<file path="src/shared/tx_cell_consts.vh">
// Constants for the transmit cell fill, status and count block
// What this block does
// [RULE1] Four byte registers hold a 32-bit fill header pattern, reset to zero.
// [RULE2] Fill header select set: fill cells carry the programmed 32-bit header.
// [RULE3] Fill payload select set: every fill payload byte is the programmed value.
// [RULE4] Writing a non-zero error rate starts a run; ends after the programmed total, never for a total of FFh. The code starts no run while the total is zero.
// [RULE5] Live finished flag bit 0 sets when the programmed errored cells are sent.
// [RULE6] Live finished flag clears on insertion disable or on a new run.
// [RULE7] Latched finished bit 0 sets on a zero-to-one edge of the live flag.
// [RULE8] Interrupt requested while latched bit and its enable are both 1.
// [RULE9] Software writes zero to bits 7 to 1 of the interrupt enable register.
// [RULE10] A 24-bit counter counts every cell taken from the FIFO and sent.
// [RULE11] Cell count read as three bytes, low byte at the lowest address.
// [RULE12] Register set repeats per port at offsets 200h, 400h and 600h.
`ifndef TX_CELL_CONSTS_VH
`define TX_CELL_CONSTS_VH

`define ADDR_W            13
`define PORT_STRIDE_SHIFT 9
`define PORT_SEL_W        2
`define REG_WIN_HI        2'h2

`define OFF_CELL_CTRL     13'h1101
`define OFF_ERR_TOTAL     13'h1104
`define OFF_ERR_CTRL      13'h1105
`define OFF_HDR_B0        13'h1108
`define OFF_HDR_B1        13'h1109
`define OFF_HDR_B2        13'h110A
`define OFF_HDR_B3        13'h110B
`define OFF_FILL_PAY      13'h110C
`define OFF_STATUS        13'h110E
`define OFF_STATUS_LATCH  13'h1110
`define OFF_IRQ_EN        13'h1112
`define OFF_CNT_LOW       13'h1114
`define OFF_CNT_MID       13'h1115
`define OFF_CNT_HIGH      13'h1116

`define CTRL_HDR_SEL_BIT  0
`define CTRL_PAY_SEL_BIT  1
`define RATE_X_HI         3
`define RATE_X_LO         0
`define DONE_BIT          0
`define ERR_CONTINUOUS    8'hFF
`define BYTE_ZERO         8'h00
`define CNT_ZERO          24'h000000
`define CNT_ONE           24'h000001
`define ERR_ONE           8'h01
`define RATE_X_ZERO       4'h0
`define FLAG_PAD          7'h00
`define HDR_ZERO          32'h00000000
`define BYTE0_BITS        7:0
`define BYTE1_BITS        15:8
`define BYTE2_BITS        23:16
`define BYTE3_BITS        31:24

`endif

</file>
<file path="src/design/tx_cell_fill_status_counter.v">
// Transmit cell fill pattern, insertion status and sent-cell count for all ports
`timescale 1ns/1ps
`include "tx_cell_consts.vh"
module tx_cell_fill_status_counter #(
   parameter PORTS           = 4,
   parameter [31:0] DEF_HDR  = 32'h00000000,
   parameter [7:0]  DEF_PAY  = 8'h00
) (
   input  wire                   i_core_clk,
   input  wire                   i_rst,
   input  wire                   i_cs,
   input  wire                   i_wr,
   input  wire                   i_rd,
   input  wire [`ADDR_W-1:0]     i_addr,
   input  wire [7:0]             i_wdata,
   output reg  [7:0]             o_rdata,
   input  wire [PORTS-1:0]       i_cell_sent,
   input  wire [PORTS-1:0]       i_err_cell_sent,
   output reg  [PORTS*32-1:0]    o_fill_header,
   output reg  [PORTS*8-1:0]     o_fill_payload,
   output reg  [PORTS-1:0]       o_err_run,
   output reg  [PORTS-1:0]       o_irq
);

   reg  [7:0]  ctrl_q      [0:PORTS-1];
   reg  [7:0]  err_total_q [0:PORTS-1];
   reg  [7:0]  err_ctrl_q  [0:PORTS-1];
   reg  [31:0] hdr_q       [0:PORTS-1];
   reg  [7:0]  pay_q       [0:PORTS-1];
   reg  [7:0]  err_cnt_q   [0:PORTS-1];
   reg  [23:0] cell_cnt_q  [0:PORTS-1];
   reg  [PORTS-1:0] live_q;
   reg  [PORTS-1:0] latch_q;
   reg  [PORTS-1:0] irq_en_q;
   reg  [PORTS-1:0] active_q;

   wire [`ADDR_W-1:0]     norm_addr;
   wire [`PORT_SEL_W-1:0] port_sel;
   wire                   in_window;
   wire                   wr_en;
   integer                p;
   integer                c;
   integer                e;
   integer                l;
   integer                q;

   // Fold every port window onto the port 0 addresses
   assign norm_addr = {i_addr[`ADDR_W-1:`ADDR_W-2], {`PORT_SEL_W{1'b0}}, i_addr[`PORT_STRIDE_SHIFT-1:0]}; // see [RULE12]
   assign port_sel  = i_addr[`PORT_STRIDE_SHIFT+`PORT_SEL_W-1:`PORT_STRIDE_SHIFT]; // see [RULE12]
   assign in_window = (i_addr[`ADDR_W-1:`ADDR_W-2] == `REG_WIN_HI) && (port_sel < PORTS);
   assign wr_en     = i_cs && i_wr && in_window;

   function wr_hit;
      input [`ADDR_W-1:0] off;
      input integer       port;
      begin
         wr_hit = wr_en && (norm_addr == off) && (port_sel == port);
      end
   endfunction

   // Final cell of a finite run; a total of all ones never finishes
   function last_err;
      input [7:0] cnt;
      input [7:0] total;
      begin
         last_err = (cnt + `ERR_ONE == total) && (total != `ERR_CONTINUOUS); // see [RULE5]
      end
   endfunction

   // One-bit flags read back in bit 0, upper bits zero
   function [7:0] flag_byte;
      input flag;
      begin
         flag_byte = {`FLAG_PAD, flag};
      end
   endfunction

   // Software-written configuration per port
   always @(posedge i_core_clk) begin
      for (p = 0; p < PORTS; p = p + 1) begin
         if (i_rst) begin
            ctrl_q[p]      <= `BYTE_ZERO;
            err_total_q[p] <= `BYTE_ZERO;
            hdr_q[p]       <= `HDR_ZERO; // see [RULE1]
            pay_q[p]       <= `BYTE_ZERO;
            irq_en_q[p]    <= 1'b0; // see [RULE8]
         end else begin
            if (wr_hit(`OFF_CELL_CTRL, p)) begin
               ctrl_q[p] <= i_wdata;
            end
            if (wr_hit(`OFF_ERR_TOTAL, p)) begin
               err_total_q[p] <= i_wdata;
            end
            if (wr_hit(`OFF_HDR_B0, p)) begin
               hdr_q[p][`BYTE0_BITS] <= i_wdata; // see [RULE1]
            end
            if (wr_hit(`OFF_HDR_B1, p)) begin
               hdr_q[p][`BYTE1_BITS] <= i_wdata; // see [RULE1]
            end
            if (wr_hit(`OFF_HDR_B2, p)) begin
               hdr_q[p][`BYTE2_BITS] <= i_wdata; // see [RULE1]
            end
            if (wr_hit(`OFF_HDR_B3, p)) begin
               hdr_q[p][`BYTE3_BITS] <= i_wdata; // see [RULE1]
            end
            if (wr_hit(`OFF_FILL_PAY, p)) begin
               pay_q[p] <= i_wdata;
            end
            // Only bit 0 is stored; upper bits must be written as zero
            if (wr_hit(`OFF_IRQ_EN, p)) begin
               irq_en_q[p] <= i_wdata[`DONE_BIT]; // see [RULE8]
            end
         end
      end
   end

   // Counter wraps silently; three byte reads are no snapshot
   always @(posedge i_core_clk) begin
      for (c = 0; c < PORTS; c = c + 1) begin
         if (i_rst) begin
            cell_cnt_q[c] <= `CNT_ZERO;
         end else if (i_cell_sent[c]) begin
            cell_cnt_q[c] <= cell_cnt_q[c] + `CNT_ONE; // see [RULE10]
         end
      end
   end

   // A rate write ends any run, starts a new one for a non-zero rate and non-zero total, and restarts the count from zero
   always @(posedge i_core_clk) begin
      for (e = 0; e < PORTS; e = e + 1) begin
         if (i_rst) begin
            err_ctrl_q[e] <= `BYTE_ZERO;
            err_cnt_q[e]  <= `BYTE_ZERO;
            live_q[e]     <= 1'b0;
            active_q[e]   <= 1'b0;
         end else if (wr_hit(`OFF_ERR_CTRL, e)) begin
            err_ctrl_q[e] <= i_wdata;
            err_cnt_q[e]  <= `BYTE_ZERO;
            live_q[e]     <= 1'b0; // see [RULE6]
            // Total of zero starts nothing, so no run of none
            active_q[e]   <= (i_wdata[`RATE_X_HI:`RATE_X_LO] != `RATE_X_ZERO) &&
                             (err_total_q[e] != `BYTE_ZERO); // see [RULE4]
         end else if (active_q[e] && i_err_cell_sent[e]) begin
            err_cnt_q[e] <= err_cnt_q[e] + `ERR_ONE;
            if (last_err(err_cnt_q[e], err_total_q[e])) begin
               active_q[e] <= 1'b0; // see [RULE4]
               live_q[e]   <= 1'b1; // see [RULE5]
            end
         end
      end
   end

   // Edge taken from the set condition of live, so no extra delay
   // Rising edge of live wins over a same-cycle write-one clear
   always @(posedge i_core_clk) begin
      for (l = 0; l < PORTS; l = l + 1) begin
         if (i_rst) begin
            latch_q[l] <= 1'b0;
         end else begin
            latch_q[l] <= (latch_q[l] && !(wr_hit(`OFF_STATUS_LATCH, l) && i_wdata[`DONE_BIT])) ||
                          (active_q[l] && i_err_cell_sent[l] && !wr_hit(`OFF_ERR_CTRL, l) &&
                           last_err(err_cnt_q[l], err_total_q[l]) && !live_q[l]); // see [RULE7]
         end
      end
   end

   // Outputs to the transmit path, all registered
   always @(posedge i_core_clk) begin
      for (q = 0; q < PORTS; q = q + 1) begin
         if (i_rst) begin
            o_fill_header[q*32 +: 32] <= DEF_HDR;
            o_fill_payload[q*8 +: 8]  <= DEF_PAY;
            o_err_run[q]              <= 1'b0;
            o_irq[q]                  <= 1'b0;
         end else begin
            o_fill_header[q*32 +: 32] <= ctrl_q[q][`CTRL_HDR_SEL_BIT] ? hdr_q[q] : DEF_HDR; // see [RULE2]
            o_fill_payload[q*8 +: 8]  <= ctrl_q[q][`CTRL_PAY_SEL_BIT] ? pay_q[q] : DEF_PAY; // see [RULE3]
            o_err_run[q]              <= active_q[q];
            o_irq[q]                  <= latch_q[q] && irq_en_q[q]; // see [RULE8]
         end
      end
   end

   // Read port, one cycle latency; unmapped addresses read zero
   always @(posedge i_core_clk) begin
      if (i_rst) begin
         o_rdata <= `BYTE_ZERO;
      end else if (i_cs && i_rd && in_window) begin
         if (norm_addr == `OFF_CELL_CTRL) begin
            o_rdata <= ctrl_q[port_sel];
         end else if (norm_addr == `OFF_ERR_TOTAL) begin
            o_rdata <= err_total_q[port_sel];
         end else if (norm_addr == `OFF_ERR_CTRL) begin
            o_rdata <= err_ctrl_q[port_sel];
         end else if (norm_addr == `OFF_HDR_B0) begin
            o_rdata <= hdr_q[port_sel][`BYTE0_BITS];
         end else if (norm_addr == `OFF_HDR_B1) begin
            o_rdata <= hdr_q[port_sel][`BYTE1_BITS];
         end else if (norm_addr == `OFF_HDR_B2) begin
            o_rdata <= hdr_q[port_sel][`BYTE2_BITS];
         end else if (norm_addr == `OFF_HDR_B3) begin
            o_rdata <= hdr_q[port_sel][`BYTE3_BITS];
         end else if (norm_addr == `OFF_FILL_PAY) begin
            o_rdata <= pay_q[port_sel];
         end else if (norm_addr == `OFF_STATUS) begin
            o_rdata <= flag_byte(live_q[port_sel]); // see [RULE5]
         end else if (norm_addr == `OFF_STATUS_LATCH) begin
            o_rdata <= flag_byte(latch_q[port_sel]); // see [RULE7]
         end else if (norm_addr == `OFF_IRQ_EN) begin
            o_rdata <= flag_byte(irq_en_q[port_sel]);
         end else if (norm_addr == `OFF_CNT_LOW) begin
            o_rdata <= cell_cnt_q[port_sel][`BYTE0_BITS]; // see [RULE11]
         end else if (norm_addr == `OFF_CNT_MID) begin
            o_rdata <= cell_cnt_q[port_sel][`BYTE1_BITS]; // see [RULE11]
         end else if (norm_addr == `OFF_CNT_HIGH) begin
            o_rdata <= cell_cnt_q[port_sel][`BYTE2_BITS]; // see [RULE11]
         end else begin
            o_rdata <= `BYTE_ZERO;
         end
      end else begin
         o_rdata <= `BYTE_ZERO;
      end
   end

endmodule

</file>
<file path="config.mk">
export PLATFORM = sky130hd
export DESIGN_NAME = tx_cell_fill_status_counter
export DESIGN_NICKNAME = d
export VERILOG_FILES = /design/src/design/tx_cell_fill_status_counter.v
export VERILOG_INCLUDE_DIRS = /design/src /design/src/shared
export SDC_FILE = /design/constraint.sdc
export NUM_CORES = 1
export LEC_CHECK = 0
export BUFFER_PORTS_ARGS = -buffer_cell sky130_fd_sc_hd__buf_2
export CAP_MARGIN = 20
export CORE_UTILIZATION = 65
export DETAILED_ROUTE_END_ITERATION = 8
export PLACE_DENSITY = 0.95
export SLEW_MARGIN = 20
export SYNTH_ARGS = -nofsm -noshare
export SYNTH_HDL_FRONTEND = slang
export SYNTH_SLANG_ARGS = --single-unit
</file>
<file path="constraint.sdc">
create_clock -name i_core_clk -period 6 [get_ports i_core_clk]
set_input_delay 0.6 -clock i_core_clk [delete_from_list [all_inputs] [get_ports i_core_clk]]
set_output_delay 0.6 -clock i_core_clk [all_outputs]
set_load 0.01 [all_outputs]
</file>
---- Word level (Yosys, flattened, before mapping) ----
Memories as Yosys holds them, arrays and structs flattened. A register that Yosys moved wholly into a read port is not among the register bits.
Index checks and enable logic that the tools add are counted.
storage, ports and cells
  flip-flop bits (word level) ............. 32
  RAM bits ................................ 384
  bits of input ports ..................... 34
  output and inout bits ................... 176
  memories kept ........................... 7
memories
  name             words  width  rd ports  clocked after Yosys merged registers in  wr ports  line                              RTL
  hdr_q            4      32     5         4                                        4         tx_cell_fill_status_counter.v:28  reg [31:0] hdr_q [0:PORTS-1];
  cell_cnt_q       4      24     5         0                                        4         tx_cell_fill_status_counter.v:31  reg [23:0] cell_cnt_q [0:PORTS-1];
  ctrl_q           4      8      5         0                                        4         tx_cell_fill_status_counter.v:25  reg [7:0] ctrl_q [0:PORTS-1];
  err_cnt_q        4      8      4         0                                        4         tx_cell_fill_status_counter.v:30  reg [7:0] err_cnt_q [0:PORTS-1];
  err_ctrl_q       4      8      1         0                                        4         tx_cell_fill_status_counter.v:27  reg [7:0] err_ctrl_q [0:PORTS-1];
  err_total_q      4      8      5         0                                        4         tx_cell_fill_status_counter.v:26  reg [7:0] err_total_q [0:PORTS-1];
  1 more memories  --     --     --        --                                       --        --
cells by class
  order comparisons ....................... 1
  bitwise gates (word level) .............. 53
  $add $sub $neg .......................... 8
  reduce and logical (&&, ||, !) cells .... 141
  muxes and demuxes ....................... 202
  eq/ne operators ......................... 26
operators by type and width
  kind                     count
  $mux W8                  54
  $eq A11 B11 Y1 const B   14
  $mux W1                  141
  $add A24 B1 Y24 const B  4
  $mux W24                 4
  $logic_and A1 B1 Y1      90
  $or A1 B1 Y1             44
  $add A8 B1 Y8 const B    4
  $eq A8 B8 Y1             4
  $ne A8 B8 Y1 const B     4
  $reduce_bool A8 Y1       4
  $reduce_or A2 Y1         13
  $reduce_and A2 Y1        8
  $reduce_bool A2 Y1       8
  $logic_not A1 Y1         12
  $not A1 Y1               9
  $bmux W1 S2              3
  $eq A2 B2 Y1 const B     3
  $logic_or A1 B1 Y1       4
  $reduce_bool A4 Y1       1
  $lt A2 B3 Y1 const B     1
  $eq A2 B1 Y1 const B     1
  $logic_not A2 Y1         1

---- Longest topological paths before layout ----
Gate-level depths: netlist of the first run.
  word-level depth ........................ 15
  depth in mapped cells ................... 10
  mapped depth without buffers ............ 7

---- Least setup slack after synthesis of the first run ----
No wires, ideal clock.
  path type ............................... input-to-reg
  from .................................... in i_addr[7]
  to ...................................... mem hdr_q[0][24] (enable)
  arrival ................................. 2.511 ns
  required time ........................... 5.625 ns
  path buffers ............................ 2
  stages .................................. 6
  setup time .............................. 0.375 ns
  path slack .............................. 3.115 ns
  cell sequence ........................... or4b_1 -> buf_2 -> or2_1 -> or3_1 -> buf_2 -> o21bai_1
RTL lines
  what             line                              RTL
  start, declared  tx_cell_fill_status_counter.v:14  input wire [`ADDR_W-1:0] i_addr,
  end, declared    tx_cell_fill_status_counter.v:28

==> reports/metrics.sh, run 1 <==
RESULT_OF_THE_RUN='completed'
YS_ASYNC_SR_FRACTION_PCT=0
INSTANCES_NO_FILL=2836
CP_SLOWEST_CELL='nand2_1'
CTS-ROOT-TO-SINK-BUFFERS=3
PLACE_HPWL_MICRONS=49100
GP_CONGESTION=0.985
POWER.STATIC_LEAKAGE_uW=0.0109
ROUTE.VIAS.TOTAL=18600
POST_ROUTE_MINIMUM_PERIOD_NS=3.19
POST_CTS_HOLD_BUFFER_COUNT=0
DETAIL_ROUTE.FIRST_PASS.ITERATIONS=6
GRT_USAGE_PCT=35.6
INITIAL_ANTENNA_VIOLATION_COUNT=2
CRIT_TYPE='input port to flip-flop'
RESIZED_AFTER_CTS=0
DIE_W_MICRONS=202
ROWS=72
FP.DIEH_MICRONS=202
CLOCK-SINKS=576
MAXCAPVIOLATIONS=0
CORE_AREA_SQ_UM=39100
FLOORPLAN.IO_PINS=210
DRIVE_GT1_SHARE_PCT=19.3
CTS_ROOT_BUF='clkbuf_16'
SYNTH.NET_COUNT=2141
CLK_TRANSITION_REPORTED_PATHS_NS=0.06
YOSYS_MOST_USED_DFF='edfxtp_1'
NUMBER_OF_HOLD_VIOLATIONS_IN_THE_FINAL_REPORT=0
SETUP_VIOL=0
FINCLKSKEW_NS=0.0194
CTS_MADE_BUFFERS=56
SYNTH.FF_LATCH_COUNT=576
GRT_PASS1_WL_MICRONS=108000
POSTCTSSETUPBUFFERS=0
POWER.DENSITY_nW_PER_UM2=304
TIMING.CRITICAL_PATH.BUF_INV=1
FILLERS=2196
GLOBALROUTE.TOTALOVERFLOW=0
YOSYS_WARNINGS=0
GRT_START_MAX_NET_PINS=70
VIA_COUNT_OF_THE_FIRST_GLOBAL_ROUTING_PASS=18100
DRT-INITIAL-DRC-COUNT=2363
ARRIVAL_NS=3.66
FINAL_PERIOD_UTIL_PCT=53.1
ROUTE.FINAL.WIRE_LENGTH_MICRONS=73100
YOSYSSEQAREASHARE_PCT=59.0
TRITONCTS='built'
SYN-INSTANCE-COUNT=2099
CRITICAL_PATH.MAX_STAGE_DELAY_NS=0.81
ACHIEVABLE-FREQUENCY_GHz=0.314
CRIT_PATH_START_KIND='input port'
FLOORPLAN_DIE_AREA_SQ_UM=40900
RRSETUPSLACK_NS=3.42
ANT_NETS=0
START_UTIL_PCT=66.6
MAX_FO_CRITICAL_PATH=69
SYNTH.AVG_CELL_AREA_SQ_UM=12.4
SLEW_VIOLATIONS=0
FIN_SETUP_TNS_NS=0
WORST_SLEW_PIN_SLEW_NS=1.09
CRITPATHREQUIREDTIME_NS=6.48
AREA_DELTA_SYNTH_FINAL_PCT=12.7
DRC=0
CLK_LATENCY_NS=0.62
DETAIL_ROUTE.WL_PER_CELL_MICRONS=25.8
SYNTH_EDF_COUNT=384
SYN-CELL-AREA_SQ_UM=26100
CTS-HTREE-LEVELS=2
VIASPERCELL=6.55
CP_TOP_FAMILY='simple AND/OR/NAND/NOR gates'
WORST_IR_DROP_VDD_uV=273
WORST_HOLD_PATH_TYPE='input port to flip-flop'
CRIT_CHAIN='buf_6 -> nand2_1 -> or2_2 -> nor2_1 -> and2_1'
PORTBUFFERS=209
SYNTHDISTINCTLIBCELLS=70
GRT_SETUP_UNREPAIRED='false'
NNETSFINAL=2310
SLEW_HEADROOM_PCT=25.3
WORSTSETUPENDPOINTTYPE='flip-flop'
PLACED_CELLS_INCL_TAPS=2728
-- placed cells by master (no fill, tap or decap), types with 8 or more instances in the layout --
master / count
clkinv_2: 15
ha_1: 8
xor2_1: 74
mux4_2: 89
a21oi_1: 51
edfxtp_1: 384
and4_1: 8
xnor2_1: 41
or3_1: 23
a22oi_1: 10
dfxtp_1: 192
and3_1: 21
nand2b_1: 15
nor2_1: 161
mux2i_1: 12
a31oi_1: 10
buf_4: 15
buf_2: 207
nand4_1: 28
nor2_4: 8
and2_1: 427
o21ai_0: 57
clkbuf_16: 61
nor4_1: 17
o21bai_1: 28
nor3_1: 25
nand3_1: 62
nor2b_1: 23
nand2_1: 93
inv_1: 18
-- layout make-up --
class                           instances  area, sq um  share of cell area (%)
Sequential cell                       576        15400                    52.3
Multi-Input combinational cell       1393        10200                    34.6
Clock buffer                           71         1600                    5.43
Timing Repair Buffer                  223         1160                    3.95
Tap cell                              518          648                    2.21
Clock inverter                         34          354                    1.21
Inverter                               18         67.6                   0.230
Antenna cell                            3         7.51                  0.0256
-- Yosys cell counts, types with 8 or more instances --
| cell | count | area, sq um |
|---|---|---|
| and3_1 | 21 | 131 |
| dfxtp_1 | 192 | 3840 |
| a22oi_1 | 10 | 75.1 |
| clkbuf_1 | 74 | 278 |
| nor2b_1 | 25 | 156 |
| nand4_1 | 28 | 175 |
| xor2_1 | 74 | 648 |
| a31oi_1 | 10 | 62.6 |
| o21ai_0 | 57 | 285 |
| ha_1 | 8 | 100 |
| nor3_1 | 25 | 125 |
| xnor2_1 | 41 | 359 |
| o21bai_1 | 28 | 210 |
| mux4_2 | 89 | 2000 |
| nand3_1 | 62 | 310 |
| nor2_1 | 161 | 604 |
| a21oi_1 | 51 | 255 |
| nor2_4 | 8 | 90.1 |
| and4_1 | 8 | 70.1 |
| or3_1 | 23 | 144 |
| buf_2 | 27 | 135 |
| mux2i_1 | 12 | 120 |
| edfxtp_1 | 384 | 11500 |
| nand2b_1 | 15 | 93.8 |
| nand2_1 | 93 | 349 |
| buf_4 | 8 | 60.1 |
| inv_1 | 18 | 67.6 |
| and2_1 | 427 | 2670 |
| nor4_1 | 17 | 106 |
-- final timing paths --
kind                             startpoint                              end  cells past startpoint
max reg2reg  cell_cnt_q[0][3]$_SDFFCE_PN0P_  cell_cnt_q[0][23]$_SDFFCE_PN0P_                      6
max                               i_addr[9]       hdr_q[3][21]$_SDFFCE_PN0P_                      5
min reg2reg      hdr_q[0][30]$_SDFFCE_PN0P_     o_fill_header[30]$_SDFF_PP0_                      1
min                                   i_rst          o_err_run[0]$_SDFF_PP0_                      2
-- metrics by stage --
| step | hold WS, ns | utilization [%] | instance area (sq um) | power (uW) | worst slack, ns |
|---|---|---|---|---|---|
| 3_5_place_dp | 0.463 | 70.1 | 27400 | 5240 | 2.32 |
| 3_3_place_gp | 0.458 | 70.1 | 27400 | 5210 | 2.44 |
| 6_report | 0.428 | 75.1 | 29400 | 8920 | 2.81 |
| 2_1_floorplan | 0.414 | - | 26100 | 4970 | 3.11 |
| 5_1_grt | 0.434 | 75.1 | 29400 | 9100 | 2.74 |
| 4_1_cts | 0.410 | 75.0 | 29300 | 8890 | 2.93 |
-- cells by family (layout without fill, tap and decap cells) --
logic type | Yosys count | in the layout | synth area share (%)
adders and majority gates | 8 | 8 | 0.384
buffers and inverters | 130 | 346 | 2.15
DFF | 576 | 576 | 59.0
xor gates and xnor gates | 122 | 122 | 4.48
muxes | 107 | 107 | 8.41
other | 0 | 3 | 0
and+or+nand+nor | 955 | 955 | 20.7
AOI/OAI and AO/OA | 201 | 201 | 4.85
-- worst register-to-register path: cells and delay by family, from the launching register on --
kind          cells  cell delay, ns
flops             1            0.50
simple gates      5            1.66
xor+xnor          1            0.15
-- where the power goes --
part	internal [uW]	switching (uW)
Combinational	241	383
Sequential	4410	158
Clock	2150	1570
-- flip-flops by register name (all words and copies together), names as in the netlist, 32 cells and up --
name and cells:
err_cnt_q 32, err_ctrl_q 32, err_total_q 32, cell_cnt_q 96, pay_q 32, o_fill_payload 32, hdr_q 128, o_fill_header 128
ctrl_q 32
-- layer usage --
metal  track usage (%)  wire, microns
met3              8.24           8830
met2              57.4          34500
met1              44.4          25100
met5                 0              0
met4              20.2           4610
Note: power is estimated with default switching activity, not from simulation.
==> run 2: changes to the inputs <==
--- a/config.mk
+++ b/config.mk
@@ -8,9 +8,9 @@
 export LEC_CHECK = 0
 export BUFFER_PORTS_ARGS = -buffer_cell sky130_fd_sc_hd__buf_2
 export CAP_MARGIN = 20
-export CORE_UTILIZATION = 65
+export CORE_UTILIZATION = 60
 export DETAILED_ROUTE_END_ITERATION = 8
-export PLACE_DENSITY = 0.95
+export PLACE_DENSITY = 0.89
 export SLEW_MARGIN = 20
 export SYNTH_ARGS = -nofsm -noshare
 export SYNTH_HDL_FRONTEND = slang
==> constraint.sdc (replaced) <==
create_clock -name i_core_clk -period 3.05 [get_ports i_core_clk]
set_input_delay 0.305 -clock i_core_clk [delete_from_list [all_inputs] [get_ports i_core_clk]]
set_output_delay 0.305 -clock i_core_clk [all_outputs]
set_load 0.01 [all_outputs]
==> run 2 against run 1 <==
  * Sequential share of layout area shrank 1.0 points
  * Final cell count grew 4.7%
  * Wire length grew 1.2%
  * Clock-buffer cell count grew 3
  * Cell area increased by 2.0%
  * Non-clock buffer count rose by 74
  * Worst setup slack got worse by 2.2 ns
  * Clock power grew 89%
  * Largest cell class unchanged
  * Flip-flop and latch count did not move
  * Power rose by 94%
  * Register-to-register slack worse by 2.8 ns
  * Global-route usage is 1.9 points lower
==> reports/metrics.sh, run 2 (same netlist as run 1, synthesis figures left out) <==
RESIZED_AFTER_CTS=0
R2R_CELLS=6
MAXCAPVIOLATIONS=0
MOSTFREQUENTLAYOUTCELLS='and2_1 (427), edfxtp_1 (384), buf_2 (207)'
WORST_HOLD_PATH_TYPE='input port to flip-flop'
WORST_HOLD_STARTPOINT='i_cell_sent[1]'
AREA_DELTA_SYNTH_FINAL_PCT=15.0
CTS_MADE_BUFFERS=57
GRT_SETUP_UNREPAIRED='false'
TIMING.CRITICAL_PATH.BUF_INV=0
WORST_R2R_ENDPOINT='latch_q[2]$_SDFF_PP0_'
POST_ROUTE_MINIMUM_PERIOD_NS=2.43
CTS-HTREE-LEVELS=2
CORE_AREA_SQ_UM=42400
MOST_USED_CELL_ALONG_THE_CRITICAL_PATH='xnor2_1'
CRIT_PATH_START_KIND='flip-flop'
GP_CONGESTION=0.993
DRC=0
ROUTE.VIAS.TOTAL=18700
DIE_W_MICRONS=210
FP.DIEH_MICRONS=210
CRIT_CHAIN='ha_1 -> xnor2_1 -> xnor2_1 -> a2111oi_0 -> nand4_1 -> o31ai_1'
CTS_ROOT_BUF='clkbuf_16'
NUMBER_OF_HOLD_VIOLATIONS_IN_THE_FINAL_REPORT=0
DETAIL_ROUTE.WL_PER_CELL_MICRONS=24.9
ROUTE.FINAL.WIRE_LENGTH_MICRONS=73900
INITIAL_ANTENNA_VIOLATION_COUNT=4
ROWS=75
PORTBUFFERS=209
TRITONCTS='built'
PLACE_AREA_SQ_UM=28100
SLEW_VIOLATIONS=0
NNETSFINAL=2385
VIA_COUNT_OF_THE_FIRST_GLOBAL_ROUTING_PASS=18600
CRITPATHREQUIREDTIME_NS=3.58
FLOORPLAN.IO_PINS=210
ACHIEVABLE-FREQUENCY_GHz=0.412
POST-ROUTE-WORST-SETUP-SLACK_NS=0.623
DP_WORST_SETUP_SLACK_NS=0.261
FINISH.INSTANCE_AREA_SQ_UM=30000
FINAL_PERIOD_UTIL_PCT=79.6
GRT_USAGE_PCT=33.7
GRT_START_MAX_NET_PINS=53
RRSETUPSLACK_NS=0.62
CP_SLOWEST_CELL='a2111oi_0'
FILLERS=2653
POWER.DENSITY_nW_PER_UM2=579
CLK_TRANSITION_REPORTED_PATHS_NS=0.06
START_UTIL_PCT=61.4
CLOCK-SINKS=576
RESULT_OF_THE_RUN='completed'
WHS_PATH_DEPTH=3
GLOBALROUTE.TOTALOVERFLOW=0
MAX_FO_CRITICAL_PATH=5
DETAIL_ROUTE.FIRST_PASS.ITERATIONS=8
POST_CTS_HOLD_BUFFER_COUNT=0
WORST_IR_DROP_VDD_uV=565
FIN_SETUP_TNS_NS=0
RR_STARTPOINT='err_cnt_q[2][0]$_SDFFCE_PN0P_'
FLOORPLAN_DIE_AREA_SQ_UM=44300
CP_TOP_FAMILY='compound AO/OA/AOI/OAI gates'
MOST_COMMON_CELL_AFTER_LAYOUT_FILL_AND_TAPS_ASIDE='and2_1'
CLK_LATENCY_NS=0.65
CRITICAL_PATH.MAX_STAGE_DELAY_NS=0.57
POSTCTSSETUPBUFFERS=0
FINCLKSKEW_NS=0.0342
WORST_SLEW_PIN_SLEW_NS=0.971
WORSTSETUPENDPOINTTYPE='flip-flop'
LAYOUT_TOP_REGISTERS='hdr_q x128, o_fill_header x128, cell_cnt_q x96'
SLEW_HEADROOM_PCT=34.7
ARRIVAL_NS=2.95
POWER.STATIC_LEAKAGE_uW=0.0113
DRIVE_GT1_SHARE_PCT=21.7
PLACE_HPWL_MICRONS=50900
ANT_NETS=0
CTS-ROOT-TO-SINK-BUFFERS=3
DRT-INITIAL-DRC-COUNT=2721
MIN_TO='cell_cnt_q[1][14]$_SDFFCE_PN0P_'
GRT_PASS1_WL_MICRONS=111000
INSTANCES_NO_FILL=2970
CRIT_TYPE='flip-flop to flip-flop'
SETUP_VIOL=0
PLACED_CELLS_INCL_TAPS=2861
VIASPERCELL=6.31
## run 2: cell types whose count changed in the layout (fill, tap and decap cells not counted), moves of 4 or more
cell	before	now
buf_4	15	86
bufinv_16	6	2
clkbuf_8	3	7
clkinv_4	1	5
inv_4	1	5
nor2b_2	1	5
## run 2: metal layers
| layer | wire, microns | part of all wire [%] | vias up | GRT usage, % |
|---|---|---|---|---|
| met1 | 25100 | 34 | 9039 | 41.7 |
| li1 | - | - | 8015 | - |
| met5 | 13 | 0.018 | - | 0 |
| met3 | 8720 | 12 | 298 | 7.54 |
| met4 | 4660 | 6.3 | 2 | 19.9 |
| met2 | 35400 | 48 | 1382 | 54.6 |
## run 2: worst min-delay path, delay by kind of cell
family	cells	cell delay, ns
and+or+nand+nor	1	0.10
buffers and inverters	1	0.13
AOI/OAI and AO/OA	1	0.08
## run 2: layout make-up
cell class,instances,area (sq um),share of cell area (%)
Tap cell,577,722,2.41
Clock buffer,74,1610,5.36
Sequential cell,576,15400,51.3
Antenna cell,2,5.00,0.0167
Clock inverter,33,279,0.932
Multi-Input combinational cell,1393,10100,33.9
Inverter,18,67.6,0.226
Timing Repair Buffer,297,1750,5.85
## run 2: worst max-delay path by stage
stage | from | to | slack, ns | cells after the start
after floorplan | i_addr[7] | hdr_q[0][24]$_SDFFCE_PN0P_ | 0.46 | 6
after global placement | i_addr[7] | err_ctrl_q[2][0]$_SDFFCE_PN0P_ | 0.34 | 6
after detailed placement | i_addr[7] | err_ctrl_q[2][1]$_SDFFCE_PN0P_ | 0.26 | 6
after CTS | cell_cnt_q[0][3]$_SDFFCE_PN0P_ | cell_cnt_q[0][22]$_SDFFCE_PN0P_ | 0.67 | 5
after global routing | err_cnt_q[2][0]$_SDFFCE_PN0P_ | latch_q[2]$_SDFF_PP0_ | 0.43 | 6
final | err_cnt_q[2][0]$_SDFFCE_PN0P_ | latch_q[2]$_SDFF_PP0_ | 0.62 | 6
## run 2: metrics by stage
stage / hold WS (ns) / utilization, % / power [uW]
2_1_floorplan: 0.414 / - / 9780
4_1_cts: 0.161 / 70.6 / 17300
6_report: 0.169 / 70.6 / 17300
5_1_grt: 0.162 / 70.6 / 17700
3_5_place_dp: 0.459 / 66.2 / 10400
3_3_place_gp: 0.455 / 66.1 / 10300
## run 2: where the power goes
group          switching, uW  total, uW  internal, uW  leakage, uW
clock                   3130       7060          3930     0.000951
combinational            767       1290           526      0.00491
sequential               307       8990          8680      0.00540
==> run 3: changes to the inputs <==
==> constraint.sdc (replaced) <==
create_clock -name i_core_clk -period 2.3 [get_ports i_core_clk]
set_input_delay 0.23 -clock i_core_clk [delete_from_list [all_inputs] [get_ports i_core_clk]]
set_output_delay 0.23 -clock i_core_clk [all_outputs]
set_load 0.01 [all_outputs]
==> run 3 against run 2 <==
  * Combinational power grew 44%
  * Via count is 0.92% higher
  * Fmax grew 12%
  * Non-clock buffer count rose by 90
  * Sequential share of layout area fell by 1.5 points
  * First-iteration DRC count is 17% lower
  * Critical endpoint is now cell_cnt_q[1][21]$_SDFFCE_PN0P_
==> reports/metrics.sh, run 3 (same netlist as run 1, synthesis figures left out) <==
DRIVE_GT1_SHARE_PCT=25.1
CORE_AREA_SQ_UM=42400
WORST_IR_DROP_VDD_uV=579
CRIT_CHAIN='and4_1 -> and3_1 -> and3_1 -> nand4_1 -> buf_4 -> or3_1 -> a21oi_1'
CTS-ROOT-TO-SINK-BUFFERS=3
DETAIL_ROUTE.WL_PER_CELL_MICRONS=24.4
ROUTE.FINAL.WIRE_LENGTH_MICRONS=74600
NUMBER_OF_HOLD_VIOLATIONS_IN_THE_FINAL_REPORT=0
SLEW_VIOLATIONS=0
HOLD_SLACK_NS=0.0622
ARRIVAL_NS=2.62
POWER.STATIC_LEAKAGE_uW=0.0118
CRITPATHREQUIREDTIME_NS=2.76
DETAIL_ROUTE.FIRST_PASS.ITERATIONS=7
MULTI_INPUT_COMB_AREA_SQ_UM=10200
MOST_COMMON_CELL_AFTER_LAYOUT_FILL_AND_TAPS_ASIDE='and2_1'
FINISH.INSTANCE_AREA_SQ_UM=30900
GP_CONGESTION=0.987
GRT_SETUP_UNREPAIRED='false'
WORSTSETUPENDPOINTTYPE='flip-flop'
FINAL_PERIOD_UTIL_PCT=93.8
CTS-HTREE-LEVELS=2
PLACE_HPWL_MICRONS=52600
CRIT_PATH_START_KIND='flip-flop'
VIA_COUNT_OF_THE_FIRST_GLOBAL_ROUTING_PASS=18800
POST-ROUTE-WORST-SETUP-SLACK_NS=0.142
WORST_SLEW_PIN_SLEW_NS=0.871
TRITONCTS='built'
CRIT_TYPE='flip-flop to flip-flop'
ROWS=75
CLK_LATENCY_NS=0.62
AREA_DELTA_SYNTH_FINAL_PCT=18.4
RESULT_OF_THE_RUN='completed'
POST_ROUTE_MINIMUM_PERIOD_NS=2.16
CTS_MADE_BUFFERS=54
NETSWITCHINGFRACTION_PCT=23.4
SEQPWRFRAC_PCT=51.2
MOST_USED_CELL_ALONG_THE_CRITICAL_PATH='and3_1'
SHARE_CLK_OF_TOTAL_POWER_PCT=40.7
ANT_NETS=0
PORTBUFFERS=209
PLACE_AREA_SQ_UM=28900
POWER.NET_SWITCHING_uW=5440
START_UTIL_PCT=61.4
GRT_START_MAX_NET_PINS=49
MOSTFREQUENTLAYOUTCELLS='and2_1 (427), edfxtp_1 (384), buf_2 (207)'
WORST_HOLD_PATH_TYPE='input port to flip-flop'
POWER.DENSITY_nW_PER_UM2=752
SEQ_AREA_SQ_UM=15400
DRC=0
CLK_TRANSITION_REPORTED_PATHS_NS=0.06
P_TOTAL_uW=23200
GLOBALROUTE.TOTALOVERFLOW=0
GRT_PASS1_WL_MICRONS=112000
FLOORPLAN.IO_PINS=210
FLOORPLAN_DIE_AREA_SQ_UM=44300
VIASPERCELL=6.19
POWER.SHARE.COMBINATIONAL_PCT=8.0
SLEW_HEADROOM_PCT=41.9
MAXCAPVIOLATIONS=0
DP_WORST_SETUP_SLACK_NS=-0.248
CP_SLOWEST_CELL='edfxtp_1'
DIE_W_MICRONS=210
FP.DIEH_MICRONS=210
TIMING.CRITICAL_PATH.BUF_INV=1
INITIAL_ANTENNA_VIOLATION_COUNT=5
ROUTE.VIAS.TOTAL=18900
P_INT_uW=17800
POST_CTS_HOLD_BUFFER_COUNT=0
LAYOUT_TOP_REGISTERS='hdr_q x128, o_fill_header x128, cell_cnt_q x96'
CP_TOP_FAMILY='simple AND/OR/NAND/NOR gates'
CRITICAL_PATH.MAX_STAGE_DELAY_NS=0.44
FINCLKSKEW_NS=0.0231
FILLERS=2688
MAX_FO_CRITICAL_PATH=9
NNETSFINAL=2472
SETUP_VIOL=0
DRT-INITIAL-DRC-COUNT=2264
GRT_USAGE_PCT=33.9
ACHIEVABLE-FREQUENCY_GHz=0.463
CLOCK-SINKS=576
CTS_ROOT_BUF='clkbuf_16'
==> run 3: power groups by stage <==
stage                     Sequential, uW  Combinational [uW]  Clock (uW)
after floorplan                    12000                 990           0
after global placement             12100                1750           0
after detailed placement           12100                1790           0
after CTS                          11900                1810        9490
after global routing               11900                1940        9840
final                              11900                1860        9460
==> run 3: path summary, 6_finish.rpt <==
path | slack [ns] | startpoint | cells after the start | endpoint
setup / recovery | 0.14 | cell_cnt_q[1][5]$_SDFFCE_PN0P_ | 7 | cell_cnt_q[1][21]$_SDFFCE_PN0P_
hold / removal | 0.06 | i_cell_sent[1] | 3 | cell_cnt_q[1][14]$_SDFFCE_PN0P_
setup reg to reg | 0.14 | cell_cnt_q[1][5]$_SDFFCE_PN0P_ | 7 | cell_cnt_q[1][21]$_SDFFCE_PN0P_
hold reg to reg | 0.46 | hdr_q[0][12]$_SDFFCE_PN0P_ | 1 | o_fill_header[12]$_SDFF_PP0_
==> run 3: timing repair <==
action | in CTS | in global routing
setup buffers | 0 | 3
pin swaps | 0 | 2
setup endpoints to repair | 2 | 10
gates resized for setup | 1 | 5
==> run 3: worst min-delay path, stage by stage <==
cell      delay, ns
buf_2          0.12
nand3b_1       0.08
o21ai_0        0.07
==> run 3: layout make-up <==
type | instances | share of cell area [%]
flip-flops and latches | 576 | 49.8
multi-input cells | 1393 | 33.1
clock buffers | 77 | 5.34
clock inverters | 25 | 0.864
diodes | 1 | 0.00811
inverters | 18 | 0.219
well taps | 577 | 2.34
repair buffers | 387 | 8.32
==> run 3: routing by layer <==
layer	track usage [%]	vias up	routed length [microns]
met4	15.6	6	3690
li1	-	8205	-
met5	0	-	38
met1	42.7	9118	26700
met3	7.99	268	8590
met2	55.7	1311	35500
==> run 3: per-stage QoR <==
stage	cells	TNS (ns)	utilization (%)
floorplan	2099	-6.24	-
global placement	2948	-55.20	68.1
detailed placement	2948	-74.86	68.1
CTS	3050	0	72.6
global route	3053	0	72.8
finish	3054	0	72.8
